===== src/hdl/rtc_consts.svh =====
// Constants of the real-time clock block: register map, field positions, reset values, timing.
// Behaviour
// - Day load strobe copies trigger low 14 bits
// - Time load strobe copies trigger halves, self-clears
// - Mode bit 5 enables match mode
// - Mode bit 4 enables periodic mode
// - Bit 3 drops LSB from match compare
// - Period select codes 0.125 to 16 s
// - Match compares two-second and tick halves
// - Read-only 16-bit tick count at 32768 Hz
// - Read-only 16-bit count in two-second units
// - Day count in bits 13:0, rest zero
// - Elapsed period sets sticky period flag, interrupt
// - Counter match sets sticky match flag, interrupt
// - Source switch finishes within the 16000 ns wait bound
// - Clear bits read 1 when mode disabled
// - Flags at bits 7 and 6, read-only
`ifndef RTC_CONSTS_SVH
`define RTC_CONSTS_SVH

`define RTC_OFS_MODE     8'h00
`define RTC_OFS_FLAG     8'h04
`define RTC_OFS_TRIG     8'h08
`define RTC_OFS_TICK     8'h0C
`define RTC_OFS_TWOS     8'h10
`define RTC_OFS_DAY      8'h14
`define RTC_OFS_CKCFG    8'h18

`define RTC_MODE_RESET   8'hC2
`define RTC_TRIG_RESET   32'h0000_0000
`define RTC_CKCFG_RESET  8'h12

`define RTC_FLAG_MATCH   7
`define RTC_FLAG_PERIOD  6
`define RTC_CLR_MATCH    5
`define RTC_CLR_PERIOD   4

`define RTC_CK_XT_PON    0
`define RTC_CK_INT_PON   1
`define RTC_CK_SRC_SEL   2
`define RTC_CK_SRC_ACT   3
`define RTC_CK_BIAS_LO   4
`define RTC_CK_BIAS_HI   5

`define RTC_PERIOD_SHIFT 12
`define RTC_DAY_WIDTH    14
`define RTC_TWOS_PER_DAY 16'hA8C0
`define RTC_SWITCH_NS    16000
`define RTC_SYS_NS       50

`endif


===== src/hdl/rtc_pkg.sv =====
// Types shared by the real-time clock modules.
package rtc_pkg;

   typedef struct packed {
      logic       day_load;
      logic       time_load;
      logic       match_en;
      logic       period_en;
      logic       lsb_ignore;
      logic [2:0] period_sel;
   } rtc_mode_t;

   typedef struct packed {
      logic [15:0] two_sec;
      logic [15:0] tick;
   } rtc_time_t;

   typedef enum logic [2:0] {
      SRC_INT  = 3'b001,
      SRC_WAIT = 3'b010,
      SRC_XT   = 3'b100
   } rtc_src_state_t;

endpackage


===== src/hdl/rtc_clk_src.sv =====
// Low-speed clock source selection and tick generation.
`include "rtc_consts.svh"
module rtc_clk_src #(
   parameter int SWITCH_CYC = `RTC_SWITCH_NS / `RTC_SYS_NS
) (
   // Clock and reset.
   input  wire logic clk,
   input  wire logic rst,
   // Oscillator levels.
   input  wire logic int_clk,
   input  wire logic xt_clk,
   // Selection request and results.
   input  wire logic xt_req,
   output logic      tick,
   output logic      xt_active
);
   import rtc_pkg::*;

   rtc_src_state_t state_reg;
   logic [15:0]    wait_reg;
   logic           lvl_d_reg;
   logic           src_is_xt;
   logic           lvl;
   logic           switch_ok;

   assign src_is_xt = (state_reg == SRC_XT) || ((state_reg == SRC_WAIT) && !xt_req);
   assign lvl       = src_is_xt ? xt_clk : int_clk;
   // Switching while both levels are low avoids a short pulse; the wait bound forces it.
   assign switch_ok = (!int_clk && !xt_clk) || (wait_reg >= 16'(SWITCH_CYC - 1));

   always_ff @(posedge clk) begin
      if (rst) begin
         state_reg <= SRC_INT;
      end else begin
         case (state_reg)
            SRC_INT: begin
               if (xt_req) state_reg <= SRC_WAIT;
            end
            SRC_XT: begin
               if (!xt_req) state_reg <= SRC_WAIT;
            end
            SRC_WAIT: begin
               if (switch_ok) state_reg <= xt_req ? SRC_XT : SRC_INT;
            end
            default: state_reg <= SRC_INT;
         endcase
      end
   end

   always_ff @(posedge clk) begin
      if (rst || state_reg != SRC_WAIT) wait_reg <= 16'h0000;
      else wait_reg <= wait_reg + 16'h0001;
   end

   always_ff @(posedge clk) begin
      if (rst) begin
         lvl_d_reg <= 1'b0;
         tick      <= 1'b0;
         xt_active <= 1'b0;
      end else begin
         lvl_d_reg <= lvl;
         tick      <= lvl && !lvl_d_reg;
         xt_active <= (state_reg == SRC_XT);
      end
   end
endmodule


===== src/hdl/rtc_counter.sv =====
// Cascaded tick, two-second and day counters with software preset.
`include "rtc_consts.svh"
module rtc_counter #(
   parameter int          DAY_W    = `RTC_DAY_WIDTH,
   parameter logic [15:0] TWOS_DAY = `RTC_TWOS_PER_DAY
) (
   // Clock and reset.
   input  wire logic             clk,
   input  wire logic             rst,
   // Advance and preset.
   input  wire logic             tick,
   input  wire logic             load_day,
   input  wire logic             load_time,
   input  wire rtc_pkg::rtc_time_t load_val,
   // Counter state.
   output rtc_pkg::rtc_time_t    now,
   output logic [DAY_W-1:0]      day,
   output logic                  upd
);
   import rtc_pkg::*;

   logic tick_wrap;
   logic twos_wrap;

   assign tick_wrap = (now.tick == 16'hFFFF);
   assign twos_wrap = (now.two_sec == TWOS_DAY - 16'h0001);

   always_ff @(posedge clk) begin
      if (rst) begin
         now <= '0;
      end else if (load_time) begin
         now <= load_val;
      end else if (tick) begin
         now.tick <= now.tick + 16'h0001;
         if (tick_wrap) now.two_sec <= twos_wrap ? 16'h0000 : now.two_sec + 16'h0001;
      end
   end

   always_ff @(posedge clk) begin
      if (rst) day <= '0;
      else if (load_day) day <= load_val[DAY_W-1:0];
      else if (tick && !load_time && tick_wrap && twos_wrap) day <= day + 1'b1;
   end

   always_ff @(posedge clk) begin
      if (rst) upd <= 1'b0;
      else upd <= tick && !load_time;
   end
endmodule


===== src/hdl/rtc_timer.sv =====
// Real-time clock top: register file, periodic and match events, clock configuration.
`include "rtc_consts.svh"
module rtc_timer #(
   parameter int ADDR_W = 8,
   parameter int DAY_W  = `RTC_DAY_WIDTH
) (
   // System clock and reset.
   input  wire logic              CLK_SYS,
   input  wire logic              RST,
   // Register port.
   input  wire logic [ADDR_W-1:0] ADDR,
   input  wire logic [31:0]       WDATA,
   input  wire logic              WR,
   input  wire logic              RD,
   output logic [31:0]            RDATA,
   // Low-speed oscillator levels.
   input  wire logic              INT_OSC_CLK,
   input  wire logic              XTAL_CLK,
   // Oscillator control.
   output logic                   XTAL_PON,
   output logic                   INTOSC_PON,
   output logic [1:0]             XTAL_BIAS,
   output logic                   XTAL_ACTIVE,
   // Event requests.
   output logic                   MATCH_IRQ,
   output logic                   PERIOD_IRQ
);
   import rtc_pkg::*;

   ////////////////////////////////////////////////////////////////////////////////
   // Helpers.

   function automatic logic period_hit(rtc_time_t t, logic [2:0] sel);
      logic [31:0] mask;
      mask = (32'h0000_0001 << (5'(`RTC_PERIOD_SHIFT) + 5'(sel))) - 32'h0000_0001;
      return ((t & mask) == 32'h0000_0000);
   endfunction

   function automatic logic time_match(rtc_time_t t, logic [31:0] trig, logic ign);
      logic [31:0] mask;
      mask = ign ? 32'hFFFF_FFFE : 32'hFFFF_FFFF;
      return ((t & mask) == (trig & mask));
   endfunction

   function automatic logic addr_is(logic [ADDR_W-1:0] a, logic [7:0] ofs);
      return (a == ADDR_W'(ofs));
   endfunction

   ////////////////////////////////////////////////////////////////////////////////
   // Register state.

   rtc_mode_t   mode_reg;
   logic [31:0] trig_reg;
   logic        match_flag_reg;
   logic        period_flag_reg;
   logic        match_clr_reg;
   logic        period_clr_reg;
   logic        xt_pon_reg;
   logic        int_pon_reg;
   logic        src_sel_reg;
   logic [1:0]  bias_reg;

   logic        wr_mode;
   logic        wr_flag;
   logic        wr_trig;
   logic        wr_ckcfg;

   assign wr_mode  = WR && addr_is(ADDR, `RTC_OFS_MODE);
   assign wr_flag  = WR && addr_is(ADDR, `RTC_OFS_FLAG);
   assign wr_trig  = WR && addr_is(ADDR, `RTC_OFS_TRIG);
   assign wr_ckcfg = WR && addr_is(ADDR, `RTC_OFS_CKCFG);

   ////////////////////////////////////////////////////////////////////////////////
   // Counters and clock source.

   rtc_time_t        now;
   logic [DAY_W-1:0] day;
   logic             upd;
   logic             tick;
   logic             xt_active;

   rtc_clk_src u_src (
      .clk       (CLK_SYS),
      .rst       (RST),
      .int_clk   (INT_OSC_CLK),
      .xt_clk    (XTAL_CLK),
      .xt_req    (src_sel_reg),
      .tick      (tick),
      .xt_active (xt_active)
   );

   rtc_counter #(
      .DAY_W (DAY_W)
   ) u_cnt (
      .clk       (CLK_SYS),
      .rst       (RST),
      .tick      (tick),
      .load_day  (mode_reg.day_load),
      .load_time (mode_reg.time_load),
      .load_val  (rtc_time_t'(trig_reg)),
      .now       (now),
      .day       (day),
      .upd       (upd)
   );

   ////////////////////////////////////////////////////////////////////////////////
   // Mode control.

   // The load strobes act in the cycle after they are written and then drop by themselves.
   always_ff @(posedge CLK_SYS) begin
      if (RST) begin
         mode_reg <= rtc_mode_t'(`RTC_MODE_RESET);
      end else if (wr_mode) begin
         mode_reg <= rtc_mode_t'(WDATA[7:0]);
      end else begin
         mode_reg.day_load  <= 1'b0;
         mode_reg.time_load <= 1'b0;
      end
   end

   always_ff @(posedge CLK_SYS) begin
      if (RST) begin
         trig_reg <= `RTC_TRIG_RESET;
      end else if (wr_trig) begin
         trig_reg <= WDATA;
      end
   end

   ////////////////////////////////////////////////////////////////////////////////
   // Event detection.

   logic period_evt;
   logic match_evt;

   assign period_evt = upd && mode_reg.period_en && period_hit(now, mode_reg.period_sel);
   assign match_evt  = upd && mode_reg.match_en
                       && time_match(now, trig_reg, mode_reg.lsb_ignore);

   ////////////////////////////////////////////////////////////////////////////////
   // Flags and clear bits.

   logic match_clr_hit;
   logic period_clr_hit;

   assign match_clr_hit  = wr_flag && WDATA[`RTC_CLR_MATCH] && mode_reg.match_en;
   assign period_clr_hit = wr_flag && WDATA[`RTC_CLR_PERIOD] && mode_reg.period_en;

   // A new event in the clearing cycle keeps the flag set.
   always_ff @(posedge CLK_SYS) begin
      if (RST) begin
         match_flag_reg <= 1'b0;
      end else begin
         match_flag_reg <= match_evt || (match_flag_reg && !match_clr_hit);
      end
   end

   always_ff @(posedge CLK_SYS) begin
      if (RST) begin
         period_flag_reg <= 1'b0;
      end else begin
         period_flag_reg <= period_evt || (period_flag_reg && !period_clr_hit);
      end
   end

   always_ff @(posedge CLK_SYS) begin
      if (RST) begin
         match_clr_reg <= 1'b0;
      end else begin
         match_clr_reg <= match_clr_hit;
      end
   end

   always_ff @(posedge CLK_SYS) begin
      if (RST) begin
         period_clr_reg <= 1'b0;
      end else begin
         period_clr_reg <= period_clr_hit;
      end
   end

   always_ff @(posedge CLK_SYS) begin
      if (RST) begin
         MATCH_IRQ <= 1'b0;
      end else begin
         MATCH_IRQ <= match_flag_reg;
      end
   end

   always_ff @(posedge CLK_SYS) begin
      if (RST) begin
         PERIOD_IRQ <= 1'b0;
      end else begin
         PERIOD_IRQ <= period_flag_reg;
      end
   end

   ////////////////////////////////////////////////////////////////////////////////
   // Low-speed clock configuration.

   always_ff @(posedge CLK_SYS) begin
      if (RST) begin
         xt_pon_reg <= 1'(`RTC_CKCFG_RESET >> `RTC_CK_XT_PON);
      end else if (wr_ckcfg) begin
         xt_pon_reg <= WDATA[`RTC_CK_XT_PON];
      end
   end

   always_ff @(posedge CLK_SYS) begin
      if (RST) begin
         int_pon_reg <= 1'(`RTC_CKCFG_RESET >> `RTC_CK_INT_PON);
      end else if (wr_ckcfg) begin
         int_pon_reg <= WDATA[`RTC_CK_INT_PON];
      end
   end

   always_ff @(posedge CLK_SYS) begin
      if (RST) begin
         src_sel_reg <= 1'(`RTC_CKCFG_RESET >> `RTC_CK_SRC_SEL);
      end else if (wr_ckcfg) begin
         src_sel_reg <= WDATA[`RTC_CK_SRC_SEL];
      end
   end

   always_ff @(posedge CLK_SYS) begin
      if (RST) begin
         bias_reg <= 2'(`RTC_CKCFG_RESET >> `RTC_CK_BIAS_LO);
      end else if (wr_ckcfg) begin
         bias_reg <= WDATA[`RTC_CK_BIAS_HI:`RTC_CK_BIAS_LO];
      end
   end

   always_ff @(posedge CLK_SYS) begin
      if (RST) begin
         XTAL_PON <= 1'b0;
      end else begin
         XTAL_PON <= xt_pon_reg;
      end
   end

   always_ff @(posedge CLK_SYS) begin
      if (RST) begin
         INTOSC_PON <= 1'b0;
      end else begin
         INTOSC_PON <= int_pon_reg;
      end
   end

   always_ff @(posedge CLK_SYS) begin
      if (RST) begin
         XTAL_BIAS <= 2'h0;
      end else begin
         XTAL_BIAS <= bias_reg;
      end
   end

   always_ff @(posedge CLK_SYS) begin
      if (RST) begin
         XTAL_ACTIVE <= 1'b0;
      end else begin
         XTAL_ACTIVE <= xt_active;
      end
   end

   ////////////////////////////////////////////////////////////////////////////////
   // Read port.

   logic [31:0] rd_word;

   always_comb begin
      rd_word = 32'h0000_0000;
      if (addr_is(ADDR, `RTC_OFS_MODE)) begin
         rd_word[7:0] = mode_reg;
      end else if (addr_is(ADDR, `RTC_OFS_FLAG)) begin
         rd_word[`RTC_FLAG_MATCH]  = match_flag_reg;
         rd_word[`RTC_FLAG_PERIOD] = period_flag_reg;
         rd_word[`RTC_CLR_MATCH]   = !mode_reg.match_en || match_clr_reg;
         rd_word[`RTC_CLR_PERIOD]  = !mode_reg.period_en || period_clr_reg;
      end else if (addr_is(ADDR, `RTC_OFS_TRIG)) begin
         rd_word = trig_reg;
      end else if (addr_is(ADDR, `RTC_OFS_TICK)) begin
         rd_word[15:0] = now.tick;
      end else if (addr_is(ADDR, `RTC_OFS_TWOS)) begin
         rd_word[15:0] = now.two_sec;
      end else if (addr_is(ADDR, `RTC_OFS_DAY)) begin
         rd_word[DAY_W-1:0] = day;
      end else if (addr_is(ADDR, `RTC_OFS_CKCFG)) begin
         rd_word[`RTC_CK_XT_PON]  = xt_pon_reg;
         rd_word[`RTC_CK_INT_PON] = int_pon_reg;
         rd_word[`RTC_CK_SRC_SEL] = src_sel_reg;
         rd_word[`RTC_CK_SRC_ACT] = xt_active;
         rd_word[`RTC_CK_BIAS_HI:`RTC_CK_BIAS_LO] = bias_reg;
      end
   end

   // Read data stand only in the cycle after the strobe.
   always_ff @(posedge CLK_SYS) begin
      if (RST) begin
         RDATA <= 32'h0000_0000;
      end else if (RD) begin
         RDATA <= rd_word;
      end else begin
         RDATA <= 32'h0000_0000;
      end
   end
endmodule


===== config.mk =====
export PLATFORM = sky130hd
export DESIGN_NAME = rtc_timer
export DESIGN_NICKNAME = d
export VERILOG_FILES = /design/src/hdl/rtc_pkg.sv /design/src/hdl/rtc_clk_src.sv /design/src/hdl/rtc_counter.sv /design/src/hdl/rtc_timer.sv
export VERILOG_INCLUDE_DIRS = /design/src /design/src/hdl
export SDC_FILE = /design/constraint.sdc
export NUM_CORES = 1
export LEC_CHECK = 0
export BUFFER_PORTS_ARGS = -buffer_cell sky130_fd_sc_hd__buf_2
export CORE_UTILIZATION = 60
export DETAILED_ROUTE_END_ITERATION = 8
export GPL_TIMING_DRIVEN = 0
export PLACE_DENSITY = 0.83
export SLEW_MARGIN = 20
export SYNTH_ARGS = -nofsm -noshare
export SYNTH_HDL_FRONTEND = slang
export SYNTH_SLANG_ARGS = --single-unit

===== constraint.sdc =====
create_clock -name CLK_SYS -period 7.6 [get_ports CLK_SYS]
set_clock_uncertainty 0.1 [all_clocks]
set_input_delay 1.9 -clock CLK_SYS [delete_from_list [all_inputs] [get_ports CLK_SYS]]
set_output_delay 1.9 -clock CLK_SYS [all_outputs]
set_load 0.005 [all_outputs]

==> load_flow_metrics.sql, run 1 <==
INSERT INTO impl_metrics (metric_group, metric, value, unit) VALUES
('cells_and_area', 'areaGrowthSynthToFinish', '15.4', '%'),
('yosys', 'synth_top_flop_cell', 'sky130_fd_sc_hd__dfxtp_1', ''),
('yosys', 'syn_area_per_cell', '8.37', 'um2'),
('power_and_ir_drop', 'power_frac_seq', '48.0', '%'),
('global_route', 'grt_overflow_total', '0', ''),
('timing', 'layout_worst_path_cycle_share', '53.0', '%'),
('place', 'place_hpwl', '16900', 'um'),
('floorplanning', 'dieHeight', '115', 'um'),
('timing', 'slew_headroom', '44.6', '%'),
('floorplanning', 'io_pins', '85', ''),
('cells_and_area', 'number_of_fill_cells', '998', ''),
('place', 'gp_congestion', '1.00', ''),
('cells_and_area', 'count_of_inserted_antenna_diode_cells', '0', ''),
('power_and_ir_drop', 'power.clock.fraction', '45.7', '%'),
('clock_network', 'clock_sinks', '157', ''),
('timing', 'fin_setup_tns', '0', 'ns'),
('power_and_ir_drop', 'power.combinational.fraction', '6.3', '%'),
('routing', 'route.detailed.vias_per_inst', '6.27', ''),
('power_and_ir_drop', 'power.ir.vdd_worst', '0.000170', 'V'),
('clock_network', 'cts-root-to-sink-buffers', '2', ''),
('clock_network', 'clk_pin_slew_worst_paths', '0.07', 'ns'),
('critical_path', 'cp-start-kind', 'input port', ''),
('floorplanning', 'design.die.area', '13200', 'um2'),
('timing', 'grt_setup_unrepaired', 'no', ''),
('timing', 'fin_worst_hold_slack', '0.293', 'ns'),
('yosys', 'postSynth.asyncResetShare', '0', '%'),
('yosys', 'yosysSeqAreaShare', '41.0', '%'),
('power_and_ir_drop', 'power_density', '200', 'nW/um2'),
('yosys', 'netlist_area', '7670', 'um2'),
('cells_and_area', 'fraction_of_layout_cells_with_a_size_suffix_above_1', '14.8', '%'),
('clock_network', 'cts.repair.resized', '0', ''),
('power_and_ir_drop', 'power.static_leakage', '3.28', 'nW'),
('worst_hold_path', 'min_path_type', 'reg2reg', ''),
('yosys', 'synthesis.yosys.warnings', '0', ''),
('timing', 'final_period_minus_worst_setup_slack', '4.03', 'ns'),
('place', 'portBuffers', '81', ''),
('critical_path', 'timing.setup.critical_path_class', 'in2reg', ''),
('floorplanning', 'starting_density', '62.8', '%'),
('floorplanning', 'die_x', '115', 'um'),
('yosys', 'yosys_register_bits', '157', ''),
('critical_path', 'path_max_fanout', '10', ''),
('routing', 'wl_per_cell', '19.6', 'um'),
('cells_and_area', 'post-route-util', '72.5', '%'),
('critical_path', 'crit_arrival', '4.29', 'ns'),
('cells_and_area', 'layout.nets', '1067', ''),
('floorplanning', 'placeableCoreArea', '12200', 'um2'),
('clock_network', 'post_cts_setup_repair_buffer_count', '0', ''),
('routing', 'drt_pre_antenna_iters', '6', ''),
('power_and_ir_drop', 'cellInternalPower', '1.32', 'mW'),
('floorplanning', 'rows', '40', ''),
('timing', 'maxSlewViolCount', '0', ''),
('clock_network', 'clock_insertion_delay_worst_skew', '0.44', 'ns'),
('place', 'placed_area', '8290', 'um2'),
('power_and_ir_drop', 'power.share.switching', '25.5', '%'),
('timing', 'worstMarginPinSlew', '0.825', 'ns'),
('clock_network', 'clock_tree.root_cell', 'sky130_fd_sc_hd__clkbuf_16', ''),
('routing', 'ant_nets', '0', ''),
('global_route', 'vias_in_the_first_global_route', '6843', ''),
('global_route', 'grt_start_max_net_pins', '17', ''),
('yosys', 'synth_nets', '967', ''),
('critical_path', 'worstPathRequired', '7.86', 'ns'),
('run', 'max_cap_violations', '0', ''),
('critical_path', 'crit_path_end_kind', 'flop', ''),
('clock_network', 'tritoncts', 'done', ''),
('routing', 'route.vias.total', '7504', ''),
('cells_and_area', 'register_area', '3140', 'um2'),
('clock_network', 'cts_made_buffers', '17', ''),
('status', 'outcome', 'finished, final reports clean', ''),
('timing', 'maxClockFrequency', '248', 'MHz'),
('routing', 'drt_drc_violations_left', '0', ''),
('cells_and_area', 'final_area', '8850', 'um2');
metal layers:
layer	part of all wire [%]	vias up	wire (um)	global-route usage [%]
met3	12	87	2830	9.59
met2	43	490	10100	55.1
li1	-	3450	-	-
met1	41	3477	9550	50.1
met5	0	-	0	0
met4	4.2	0	990	18.1
worst paths after layout:
kind / from / end / slack (ns) / cells after the start
worst min register to register: u_src.lvl_d_reg / u_src.tick / 0.29 / 1
worst max-delay path: ADDR[6] / trig_reg[5] / 3.57 / 9
worst max register to register: u_cnt.now[17] / u_cnt.day[13] / 4.86 / 6
worst min-delay path: u_src.lvl_d_reg / u_src.tick / 0.29 / 1
logic make-up (layout without fill, tap and decap cells):
| logic type | Yosys count | after routing | share of synthesized area, % |
|---|---|---|---|
| compound gates | 192 | 192 | 16.0 |
| xor+xnor | 69 | 69 | 7.88 |
| fa+ha+maj | 5 | 5 | 0.816 |
| flops | 157 | 157 | 41.0 |
| simple gates | 384 | 384 | 26.8 |
| buf+inv | 89 | 202 | 4.85 |
| mux | 20 | 20 | 2.61 |
cells in the mapped netlist (5+ instances only):
cell                          n  area (um2)
sky130_fd_sc_hd__a22oi_1     14         105
sky130_fd_sc_hd__nand2_1    104         390
sky130_fd_sc_hd__inv_1       20        75.1
sky130_fd_sc_hd__nor4_1      19         119
sky130_fd_sc_hd__buf_2       15        75.1
sky130_fd_sc_hd__o2111ai_1    5        43.8
sky130_fd_sc_hd__clkbuf_1    45         169
sky130_fd_sc_hd__xor2_1      36         315
sky130_fd_sc_hd__a221oi_1     6        52.6
sky130_fd_sc_hd__nor2b_1     16         100
sky130_fd_sc_hd__nand2b_1    11        68.8
sky130_fd_sc_hd__and4_1       6        52.6
sky130_fd_sc_hd__dfxtp_1    157        3140
sky130_fd_sc_hd__ha_1         5        62.6
sky130_fd_sc_hd__and3_1      11        68.8
sky130_fd_sc_hd__mux2i_1     20         200
sky130_fd_sc_hd__nor2_1      78         293
sky130_fd_sc_hd__nand3_1     27         135
sky130_fd_sc_hd__a21o_1      14         105
sky130_fd_sc_hd__nor3_1      21         105
sky130_fd_sc_hd__nor4b_1      6        52.6
sky130_fd_sc_hd__or3_1        6        37.5
sky130_fd_sc_hd__nand4_1     23         144
sky130_fd_sc_hd__o22ai_1      5        31.3
sky130_fd_sc_hd__o21ai_0     29         145
sky130_fd_sc_hd__and2_1      18         113
sky130_fd_sc_hd__or4_1        7        52.6
sky130_fd_sc_hd__a21oi_1     71         355
sky130_fd_sc_hd__a211oi_1    19         143
sky130_fd_sc_hd__xnor2_1     33         289
placed cells by master, fill, tap and decap left out, types with 14 or more instances in the layout:
| master | synthesis | layout |
|---|---|---|
| sky130_fd_sc_hd__nand2_1 | 104 | 104 |
| sky130_fd_sc_hd__o21ai_0 | 29 | 29 |
| sky130_fd_sc_hd__buf_2 | 15 | 96 |
| sky130_fd_sc_hd__a21oi_1 | 71 | 71 |
| sky130_fd_sc_hd__a21o_1 | 14 | 14 |
| sky130_fd_sc_hd__a211oi_1 | 19 | 19 |
| sky130_fd_sc_hd__xnor2_1 | 33 | 33 |
| sky130_fd_sc_hd__nand4_1 | 23 | 23 |
| sky130_fd_sc_hd__nor2_1 | 78 | 78 |
| sky130_fd_sc_hd__dfxtp_1 | 157 | 157 |
| sky130_fd_sc_hd__clkbuf_16 | 0 | 17 |
| sky130_fd_sc_hd__nor3_1 | 21 | 21 |
| sky130_fd_sc_hd__nand3_1 | 27 | 27 |
| sky130_fd_sc_hd__clkbuf_1 | 45 | 46 |
| sky130_fd_sc_hd__and2_1 | 18 | 18 |
| sky130_fd_sc_hd__nor2b_1 | 16 | 16 |
| sky130_fd_sc_hd__nor4_1 | 19 | 18 |
| sky130_fd_sc_hd__mux2i_1 | 20 | 20 |
| sky130_fd_sc_hd__xor2_1 | 36 | 36 |
| sky130_fd_sc_hd__a22oi_1 | 14 | 14 |
| sky130_fd_sc_hd__inv_1 | 20 | 20 |
worst max-delay path, stage by stage:
cell	delay, ns
sky130_fd_sc_hd__buf_2	0.09
sky130_fd_sc_hd__or4_1	0.52
sky130_fd_sc_hd__clkbuf_2	0.22
sky130_fd_sc_hd__nor4_1	0.57
sky130_fd_sc_hd__and2_1	0.21
sky130_fd_sc_hd__clkbuf_1	0.21
sky130_fd_sc_hd__buf_2	0.29
sky130_fd_sc_hd__nand2_1	0.11
sky130_fd_sc_hd__a21oi_1	0.16
final cells by class:
type,instances,share of cell area [%]
Timing Repair Buffer,81,4.58
Multi-Input combinational cell,670,47.0
Clock buffer,20,5.16
Inverter,21,0.891
Tap cell,168,2.38
Buffer,68,3.31
Clock inverter,12,1.15
Sequential cell,157,35.5
metrics by stage:
| step | setup slack, ns | cells |
|---|---|---|
| 2_1_floorplan | 3.84 | 916 |
| 3_3_place_gp | 3.20 | 1165 |
| 3_5_place_dp | 3.24 | 1165 |
| 4_1_cts | 3.66 | 1197 |
| 5_1_grt | 3.45 | 1197 |
| 6_report | 3.57 | 1197 |
power groups by stage:
stage          Combinational [mW]  Clock (mW)  Sequential, mW
5_1_grt                     0.119       0.848           0.848
4_1_cts                     0.108       0.812           0.847
3_5_place_dp                0.106           0           0.865
6_report                    0.111       0.807           0.848
3_3_place_gp                0.106           0           0.865
2_1_floorplan              0.0680           0           0.861
No activity file was read; power rests on OpenSTA's default activity.
==> inputs of run 2 (changes only) <==
--- a/config.mk
+++ b/config.mk
@@ -7,10 +7,10 @@
 export NUM_CORES = 1
 export LEC_CHECK = 0
 export BUFFER_PORTS_ARGS = -buffer_cell sky130_fd_sc_hd__buf_2
-export CORE_UTILIZATION = 60
+export CORE_UTILIZATION = 53
 export DETAILED_ROUTE_END_ITERATION = 8
 export GPL_TIMING_DRIVEN = 0
-export PLACE_DENSITY = 0.83
+export PLACE_DENSITY = 0.78
 export SLEW_MARGIN = 20
 export SYNTH_ARGS = -nofsm -noshare
 export SYNTH_HDL_FRONTEND = slang
==> constraint.sdc (replaced) <==
create_clock -name CLK_SYS -period 3.2 [get_ports CLK_SYS]
set_clock_uncertainty 0.1 [all_clocks]
set_input_delay 0.8 -clock CLK_SYS [delete_from_list [all_inputs] [get_ports CLK_SYS]]
set_output_delay 0.8 -clock CLK_SYS [all_outputs]
set_load 0.005 [all_outputs]
==> run 2 against run 1 <==
Effect of this change:
- global-route usage down 4.8 points
- sequential power up 140%
- cell count up 1.0%
- die area up 13%
- combinational power up 140%
- highest routed layer unchanged
==> load_flow_metrics.sql, run 2 (same netlist as run 1, synthesis figures left out) <==
INSERT INTO impl_metrics (metric_group, metric, value, unit) VALUES
('cells_and_area', 'instances_no_fill', '1209', ''),
('timing', 'slew_headroom', '42.2', '%'),
('routing', 'route.vias.total', '7383', ''),
('global_route', 'vias_in_the_first_global_route', '6770', ''),
('global_route', 'grt_overflow_total', '0', ''),
('critical_path', 'worstPathRequired', '3.48', 'ns'),
('place', 'gp_congestion', '1.02', ''),
('cells_and_area', 'most-common-layout-cells', 'sky130_fd_sc_hd__dfxtp_1 (157), sky130_fd_sc_hd__nand2_1 (104), sky130_fd_sc_hd__buf_2 (96), sky130_fd_sc_hd__nor2_1 (78), sky130_fd_sc_hd__a21oi_1 (71)', ''),
('clock_network', 'cts.repair.resized', '0', ''),
('timing', 'maxClockFrequency', '349', 'MHz'),
('power_and_ir_drop', 'power_density', '485', 'nW/um2'),
('timing', 'final_period_minus_worst_setup_slack', '2.87', 'ns'),
('critical_path', 'crit_path_end_kind', 'flop', ''),
('place', 'placed_area', '8310', 'um2'),
('power_and_ir_drop', 'power.ir.vdd_worst', '0.000461', 'V'),
('clock_network', 'htree_num_levels', '4', ''),
('place', 'place.detailed.instances', '1177', ''),
('clock_network', 'clk_pin_slew_worst_paths', '0.06', 'ns'),
('cells_and_area', 'fraction_of_layout_cells_with_a_size_suffix_above_1', '14.6', '%'),
('cells_and_area', 'final_area', '8900', 'um2'),
('routing', 'drt_drc_violations_left', '0', ''),
('timing', 'maxSlewViolCount', '0', ''),
('global_route', 'grt_first_pass_wirelength', '36300', 'um'),
('global_route', 'grt_start_max_net_pins', '17', ''),
('timing', 'fin_setup_tns', '0', 'ns'),
('cells_and_area', 'number_of_fill_cells', '1231', ''),
('clock_network', 'cts-root-to-sink-buffers', '2', ''),
('critical_path', 'timing.setup.critical_path_class', 'in2reg', ''),
('timing', 'grt_setup_unrepaired', 'no', ''),
('routing', 'wl_per_cell', '19.3', 'um'),
('critical_path', 'crit_arrival', '3.14', 'ns'),
('floorplanning', 'die_x', '122', 'um'),
('critical_path', 'cp-start-kind', 'input port', ''),
('critical_path', 'path_max_fanout', '10', ''),
('global_route', 'groute.usage.overall', '32.3', '%'),
('timing', 'finalHoldViolations', '0', ''),
('power_and_ir_drop', 'power.static_leakage', '3.29', 'nW'),
('worst_hold_path', 'min_path_type', 'reg2reg', ''),
('floorplanning', 'io_pins', '85', ''),
('routing', 'ant_nets', '0', ''),
('clock_network', 'clock_insertion_delay_worst_skew', '0.44', 'ns'),
('floorplanning', 'dieHeight', '122', 'um'),
('timing', 'layout_worst_path_cycle_share', '89.6', '%'),
('status', 'outcome', 'finished, final reports clean', ''),
('timing', 'report.final.setup_viol', '0', ''),
('routing', 'route.final.wire_length', '23400', 'um'),
('cells_and_area', 'count_of_inserted_antenna_diode_cells', '0', ''),
('clock_network', 'clock_tree.root_cell', 'sky130_fd_sc_hd__clkbuf_16', ''),
('floorplanning', 'starting_density', '54.8', '%'),
('run', 'max_cap_violations', '0', ''),
('critical_path', 'path_cells', 'buf_2, or4_1, clkbuf_2, nor2_1, nand4_2, nor2_1, clkbuf_2, and2_1', ''),
('clock_network', 'clock_sinks', '157', ''),
('cells_and_area', 'final_common_cell', 'sky130_fd_sc_hd__dfxtp_1', ''),
('critical_path', 'cpMaxStageDelayCell', 'sky130_fd_sc_hd__or4_1', ''),
('place', 'portBuffers', '81', ''),
('floorplanning', 'placeableCoreArea', '14000', 'um2'),
('timing', 'worstMarginPinSlew', '0.860', 'ns'),
('floorplanning', 'rows', '43', ''),
('routing', 'drt_pre_antenna_iters', '6', ''),
('routing', 'route.detailed.vias_per_inst', '6.11', ''),
('global_route', 'antenna_violations_before_repair', '0', ''),
('power_and_ir_drop', 'design_power_total', '4.32', 'mW'),
('cells_and_area', 'areaGrowthSynthToFinish', '16.0', '%'),
('critical_path', 'critPathMaxStageDelay', '0.51', 'ns'),
('clock_network', 'post_cts_setup_repair_buffer_count', '0', ''),
('cells_and_area', 'layout.nets', '1067', ''),
('clock_network', 'cts_made_buffers', '17', ''),
('place', 'place_hpwl', '17100', 'um'),
('routing', 'dr.first_iter.drc_count', '874', ''),
('clock_network', 'holdBufCountCts', '0', ''),
('clock_network', 'tritoncts', 'done', ''),
('floorplanning', 'design.die.area', '15000', 'um2');
## run 2: changes by cell type in the layout (fill, tap and decap cells not counted), sizes merged
cell / before / now
inv: 28 / 26
bufinv: 0 / 2
clkinv: 1 / 0
clkinvlp: 4 / 3
clkbuf: 68 / 70
## run 2: final timing paths
check,start,to,slack (ns),cells past startpoint
hold / removal,u_src.lvl_d_reg,u_src.tick,0.29,1
setup / recovery,ADDR[6],RDATA[31],0.33,8
setup reg to reg,u_cnt.now[29],u_cnt.day[13],0.53,6
hold reg to reg,u_src.lvl_d_reg,u_src.tick,0.29,1
## run 2: final cells by class
type	instances	area, um2	share of cell area (%)
plain buffers	68	293	3.29
clock buffers	22	464	5.22
clock inverters	10	129	1.45
inverters	21	78.8	0.886
multi-input cells	670	4160	46.8
flip-flops and latches	157	3140	35.3
well taps	180	225	2.53
repair buffers	81	405	4.56
## run 2: metrics by stage
stage | hold WS (ns) | util (%) | setup WS, ns
5_1_grt | 0.315 | 63.6 | 0.181
4_1_cts | 0.292 | 63.6 | 0.402
3_3_place_gp | 0.277 | 59.3 | -0.0499
6_report | 0.288 | 63.6 | 0.334
3_5_place_dp | 0.282 | 59.4 | -0.0396
2_1_floorplan | 0.273 | - | 0.542
## run 2: routing by layer
layer	vias up	global-route usage (%)	routed length [um]
met2	443	48.4	10200
met1	3434	44.6	9820
li1	3436	-	-
met5	-	0	0
met3	70	7.85	2600
met4	0	12.3	799
## run 2: power breakdown
part           switching [mW]  internal (mW)  total (mW)
Sequential             0.0332           1.98        2.01
Combinational           0.168         0.0933       0.262
Clock                   0.837           1.20        2.04
Total                    1.04           3.28        4.32
## run 2: worst max-delay path: cells and delay by family
family,cells,cell delay (ns)
buf+inv,3,0.58
simple gates,5,1.76
==> inputs of run 3 (changes only) <==
--- a/config.mk
+++ b/config.mk
@@ -7,10 +7,12 @@
 export NUM_CORES = 1
 export LEC_CHECK = 0
 export BUFFER_PORTS_ARGS = -buffer_cell sky130_fd_sc_hd__buf_2
+export CORE_ASPECT_RATIO = 1.2
 export CORE_UTILIZATION = 53
 export DETAILED_ROUTE_END_ITERATION = 8
 export GPL_TIMING_DRIVEN = 0
 export PLACE_DENSITY = 0.78
+export SKIP_CTS_REPAIR_TIMING = 1
 export SLEW_MARGIN = 20
 export SYNTH_ARGS = -nofsm -noshare
 export SYNTH_HDL_FRONTEND = slang
==> run 3 against run 2 <==
Effect of this change:
- the run now ends with DRC left
- first-iteration DRC count down 2.2%
- sequential share of layout area up 0.055 points
- design area is 0.15% lower
- routed wire length fell by 0.41%
- total power shrank 0.30%
- largest power group unchanged
- highest routed layer unchanged
- flip-flop and latch count did not move
- die area barely moved
- critical endpoint is now trig_reg[4]
- worst setup slack worse by 0.033 ns
- via count down 0.92%
- utilization up 0.14 points
- clock power barely moved
- count of clock-buffer cells in the layout is 1 lower
==> load_flow_metrics.sql, run 3 (same netlist as run 1, synthesis figures left out) <==
INSERT INTO impl_metrics (metric_group, metric, value, unit) VALUES
('status', 'outcome', 'complete, but fails checks', ''),
('status', 'failing_checks', 'DRC', ''),
('routing', 'met1Wirelength', '9200', 'um'),
('cells_and_area', 'fraction_of_layout_cells_with_a_size_suffix_above_1', '14.7', '%'),
('clock_network', 'cts-root-to-sink-buffers', '2', ''),
('critical_path', 'r2r-start', 'u_cnt.now[17]', ''),
('critical_path', 'path_max_fanout', '10', ''),
('clock_network', 'cts_made_buffers', '17', ''),
('global_route', 'grt_start_max_net_pins', '17', ''),
('place', 'portBuffers', '81', ''),
('routing', 'route.detailed.vias_per_inst', '6.11', ''),
('floorplanning', 'starting_density', '55.0', '%'),
('global_route', 'grt_first_pass_wirelength', '36300', 'um'),
('clock_network', 'htree_num_levels', '4', ''),
('worst_hold_path', 'worst_hold_path.num_cells', '1', ''),
('critical_path', 'crit_path_end_kind', 'flop', ''),
('power_and_ir_drop', 'design_power_total', '4.30', 'mW'),
('critical_path', 'crit_arrival', '3.16', 'ns'),
('clock_network', 'clock_tree.root_cell', 'sky130_fd_sc_hd__clkbuf_16', ''),
('floorplanning', 'dieHeight', '134', 'um'),
('timing', 'final_period_minus_worst_setup_slack', '2.90', 'ns'),
('critical_path', 'timing.setup.critical_path_class', 'in2reg', ''),
('floorplanning', 'io_pins', '85', ''),
('timing', 'layout_worst_path_cycle_share', '90.6', '%'),
('clock_network', 'clock_sinks', '157', ''),
('place', 'gp_congestion', '0.972', ''),
('power_and_ir_drop', 'power.ir.vdd_worst', '0.000317', 'V'),
('clock_network', 'clock_insertion_delay_worst_skew', '0.44', 'ns'),
('worst_hold_path', 'worstHoldEndpoint', 'u_src.tick', ''),
('cells_and_area', 'layout.nets', '1067', ''),
('cells_and_area', 'final_common_cell', 'sky130_fd_sc_hd__dfxtp_1', ''),
('place', 'worst_slack_at_placement', '-0.0443', 'ns'),
('cells_and_area', 'areaGrowthSynthToFinish', '15.9', '%'),
('global_route', 'vias_in_the_first_global_route', '6867', ''),
('routing', 'routed-wl-met3', '2220', 'um'),
('place', 'place_hpwl', '17000', 'um'),
('timing', 'worstMarginPinSlew', '0.965', 'ns'),
('routing', 'wl_per_cell', '19.4', 'um'),
('power_and_ir_drop', 'power.static_leakage', '3.29', 'nW'),
('cells_and_area', 'number_of_fill_cells', '1188', ''),
('critical_path', 'worstPathRequired', '3.46', 'ns'),
('routing', 'top_layer_reached_by_signal_wires', 'met4', ''),
('critical_path', 'worst-r2r-cell-count', '6', ''),
('timing', 'final_critical_path_setup_slack', '0.301', 'ns'),
('routing', 'ant_nets', '0', ''),
('global_route', 'antenna_violations_before_repair', '0', ''),
('timing', 'report.final.setup_viol', '0', ''),
('routing', 'dr.first_iter.drc_count', '855', ''),
('critical_path', 'timing.reg2reg.setup_slack', '0.50', 'ns'),
('worst_hold_path', 'hold_start', 'u_src.lvl_d_reg', ''),
('routing', 'route.vias.total', '7315', ''),
('floorplanning', 'die_x', '112', 'um'),
('run', 'max_cap_violations', '0', ''),
('power_and_ir_drop', 'power_density', '484', 'nW/um2'),
('global_route', 'grt_overflow_total', '0', ''),
('timing', 'maxClockFrequency', '345', 'MHz'),
('critical_path', 'critical_path.reg2reg.endpoint', 'u_cnt.day[13]', ''),
('global_route', 'groute.usage.overall', '31.7', '%'),
('timing', 'maxSlewViolCount', '0', ''),
('timing', 'finalHoldViolations', '0', ''),
('cells_and_area', 'most-common-layout-cells', 'sky130_fd_sc_hd__dfxtp_1 (157), sky130_fd_sc_hd__nand2_1 (104), sky130_fd_sc_hd__buf_2 (96), sky130_fd_sc_hd__nor2_1 (78), sky130_fd_sc_hd__a21oi_1 (71)', ''),
('routing', 'wl_met2', '10600', 'um'),
('worst_hold_path', 'min_path_type', 'reg2reg', ''),
('clock_network', 'tritoncts', 'done', ''),
('routing', 'drt_drc_violations_left', '6', ''),
('routing', 'drt_pre_antenna_iters', '9', ''),
('floorplanning', 'placeableCoreArea', '13900', 'um2'),
('clock_network', 'clk_pin_slew_worst_paths', '0.06', 'ns'),
('floorplanning', 'design.die.area', '15000', 'um2'),
('timing', 'slew_headroom', '35.1', '%'),
('routing', 'route.final.wire_length', '23300', 'um'),
('timing', 'grt_setup_unrepaired', 'no', ''),
('cells_and_area', 'count_of_inserted_antenna_diode_cells', '0', ''),
('floorplanning', 'rows', '47', ''),
('critical_path', 'cp-start-kind', 'input port', '');
run 3: worst max path at each step:
stage                              to    start  slack (ns)
final                     trig_reg[4]  ADDR[6]        0.30
after global routing        RDATA[31]  ADDR[6]        0.20
after CTS                 trig_reg[4]  ADDR[6]        0.38
after detailed placement  trig_reg[4]  ADDR[6]       -0.04
after global placement    trig_reg[4]  ADDR[6]       -0.02
after floorplan           bias_reg[0]  ADDR[6]        0.54
run 3: routing by layer:
| metal | vias up | global-route usage, % |
|---|---|---|
| met5 | - | 0 |
| met4 | 0 | 17.7 |
| met3 | 91 | 6.37 |
| met2 | 389 | 50.7 |
| met1 | 3393 | 40.0 |
| li1 | 3442 | - |
run 3: final cells by class:
class | instances | area (um2) | share of cell area (%)
clock buffer | 21 | 480 | 5.41
tap | 171 | 214 | 2.41
multi-input combinational | 670 | 4160 | 46.8
inverter | 21 | 78.8 | 0.887
clock inverter | 9 | 110 | 1.24
timing repair buffer | 81 | 405 | 4.56
sequential | 157 | 3140 | 35.4
buffer | 68 | 293 | 3.30
run 3: report_power, final:
group / switching (mW) / internal [mW]
clock: 0.805 / 1.22
sequential: 0.0327 / 1.98
combinational: 0.169 / 0.0931
run 3: metrics by stage:
step | instances | hold WS [ns] | util [%] | instance area (um2) | TNS (ns)
2_1_floorplan | 916 | 0.273 | - | 7670 | 0
3_3_place_gp | 1168 | 0.278 | 59.5 | 8290 | -0.123
3_5_place_dp | 1168 | 0.281 | 59.5 | 8290 | -0.514
4_1_cts | 1198 | 0.290 | 63.7 | 8880 | 0
5_1_grt | 1198 | 0.314 | 63.7 | 8880 | 0
6_report | 1198 | 0.286 | 63.7 | 8880 | 0
run 3: worst max-delay path, stage by stage:
cell                       delay, ns
sky130_fd_sc_hd__buf_2          0.10
sky130_fd_sc_hd__or4_1          0.52
sky130_fd_sc_hd__clkbuf_2       0.22
sky130_fd_sc_hd__nor4_1         0.40
sky130_fd_sc_hd__and2_1         0.19
sky130_fd_sc_hd__clkbuf_1       0.38
sky130_fd_sc_hd__buf_2          0.31
sky130_fd_sc_hd__nand2_1        0.11
sky130_fd_sc_hd__a21oi_1        0.14
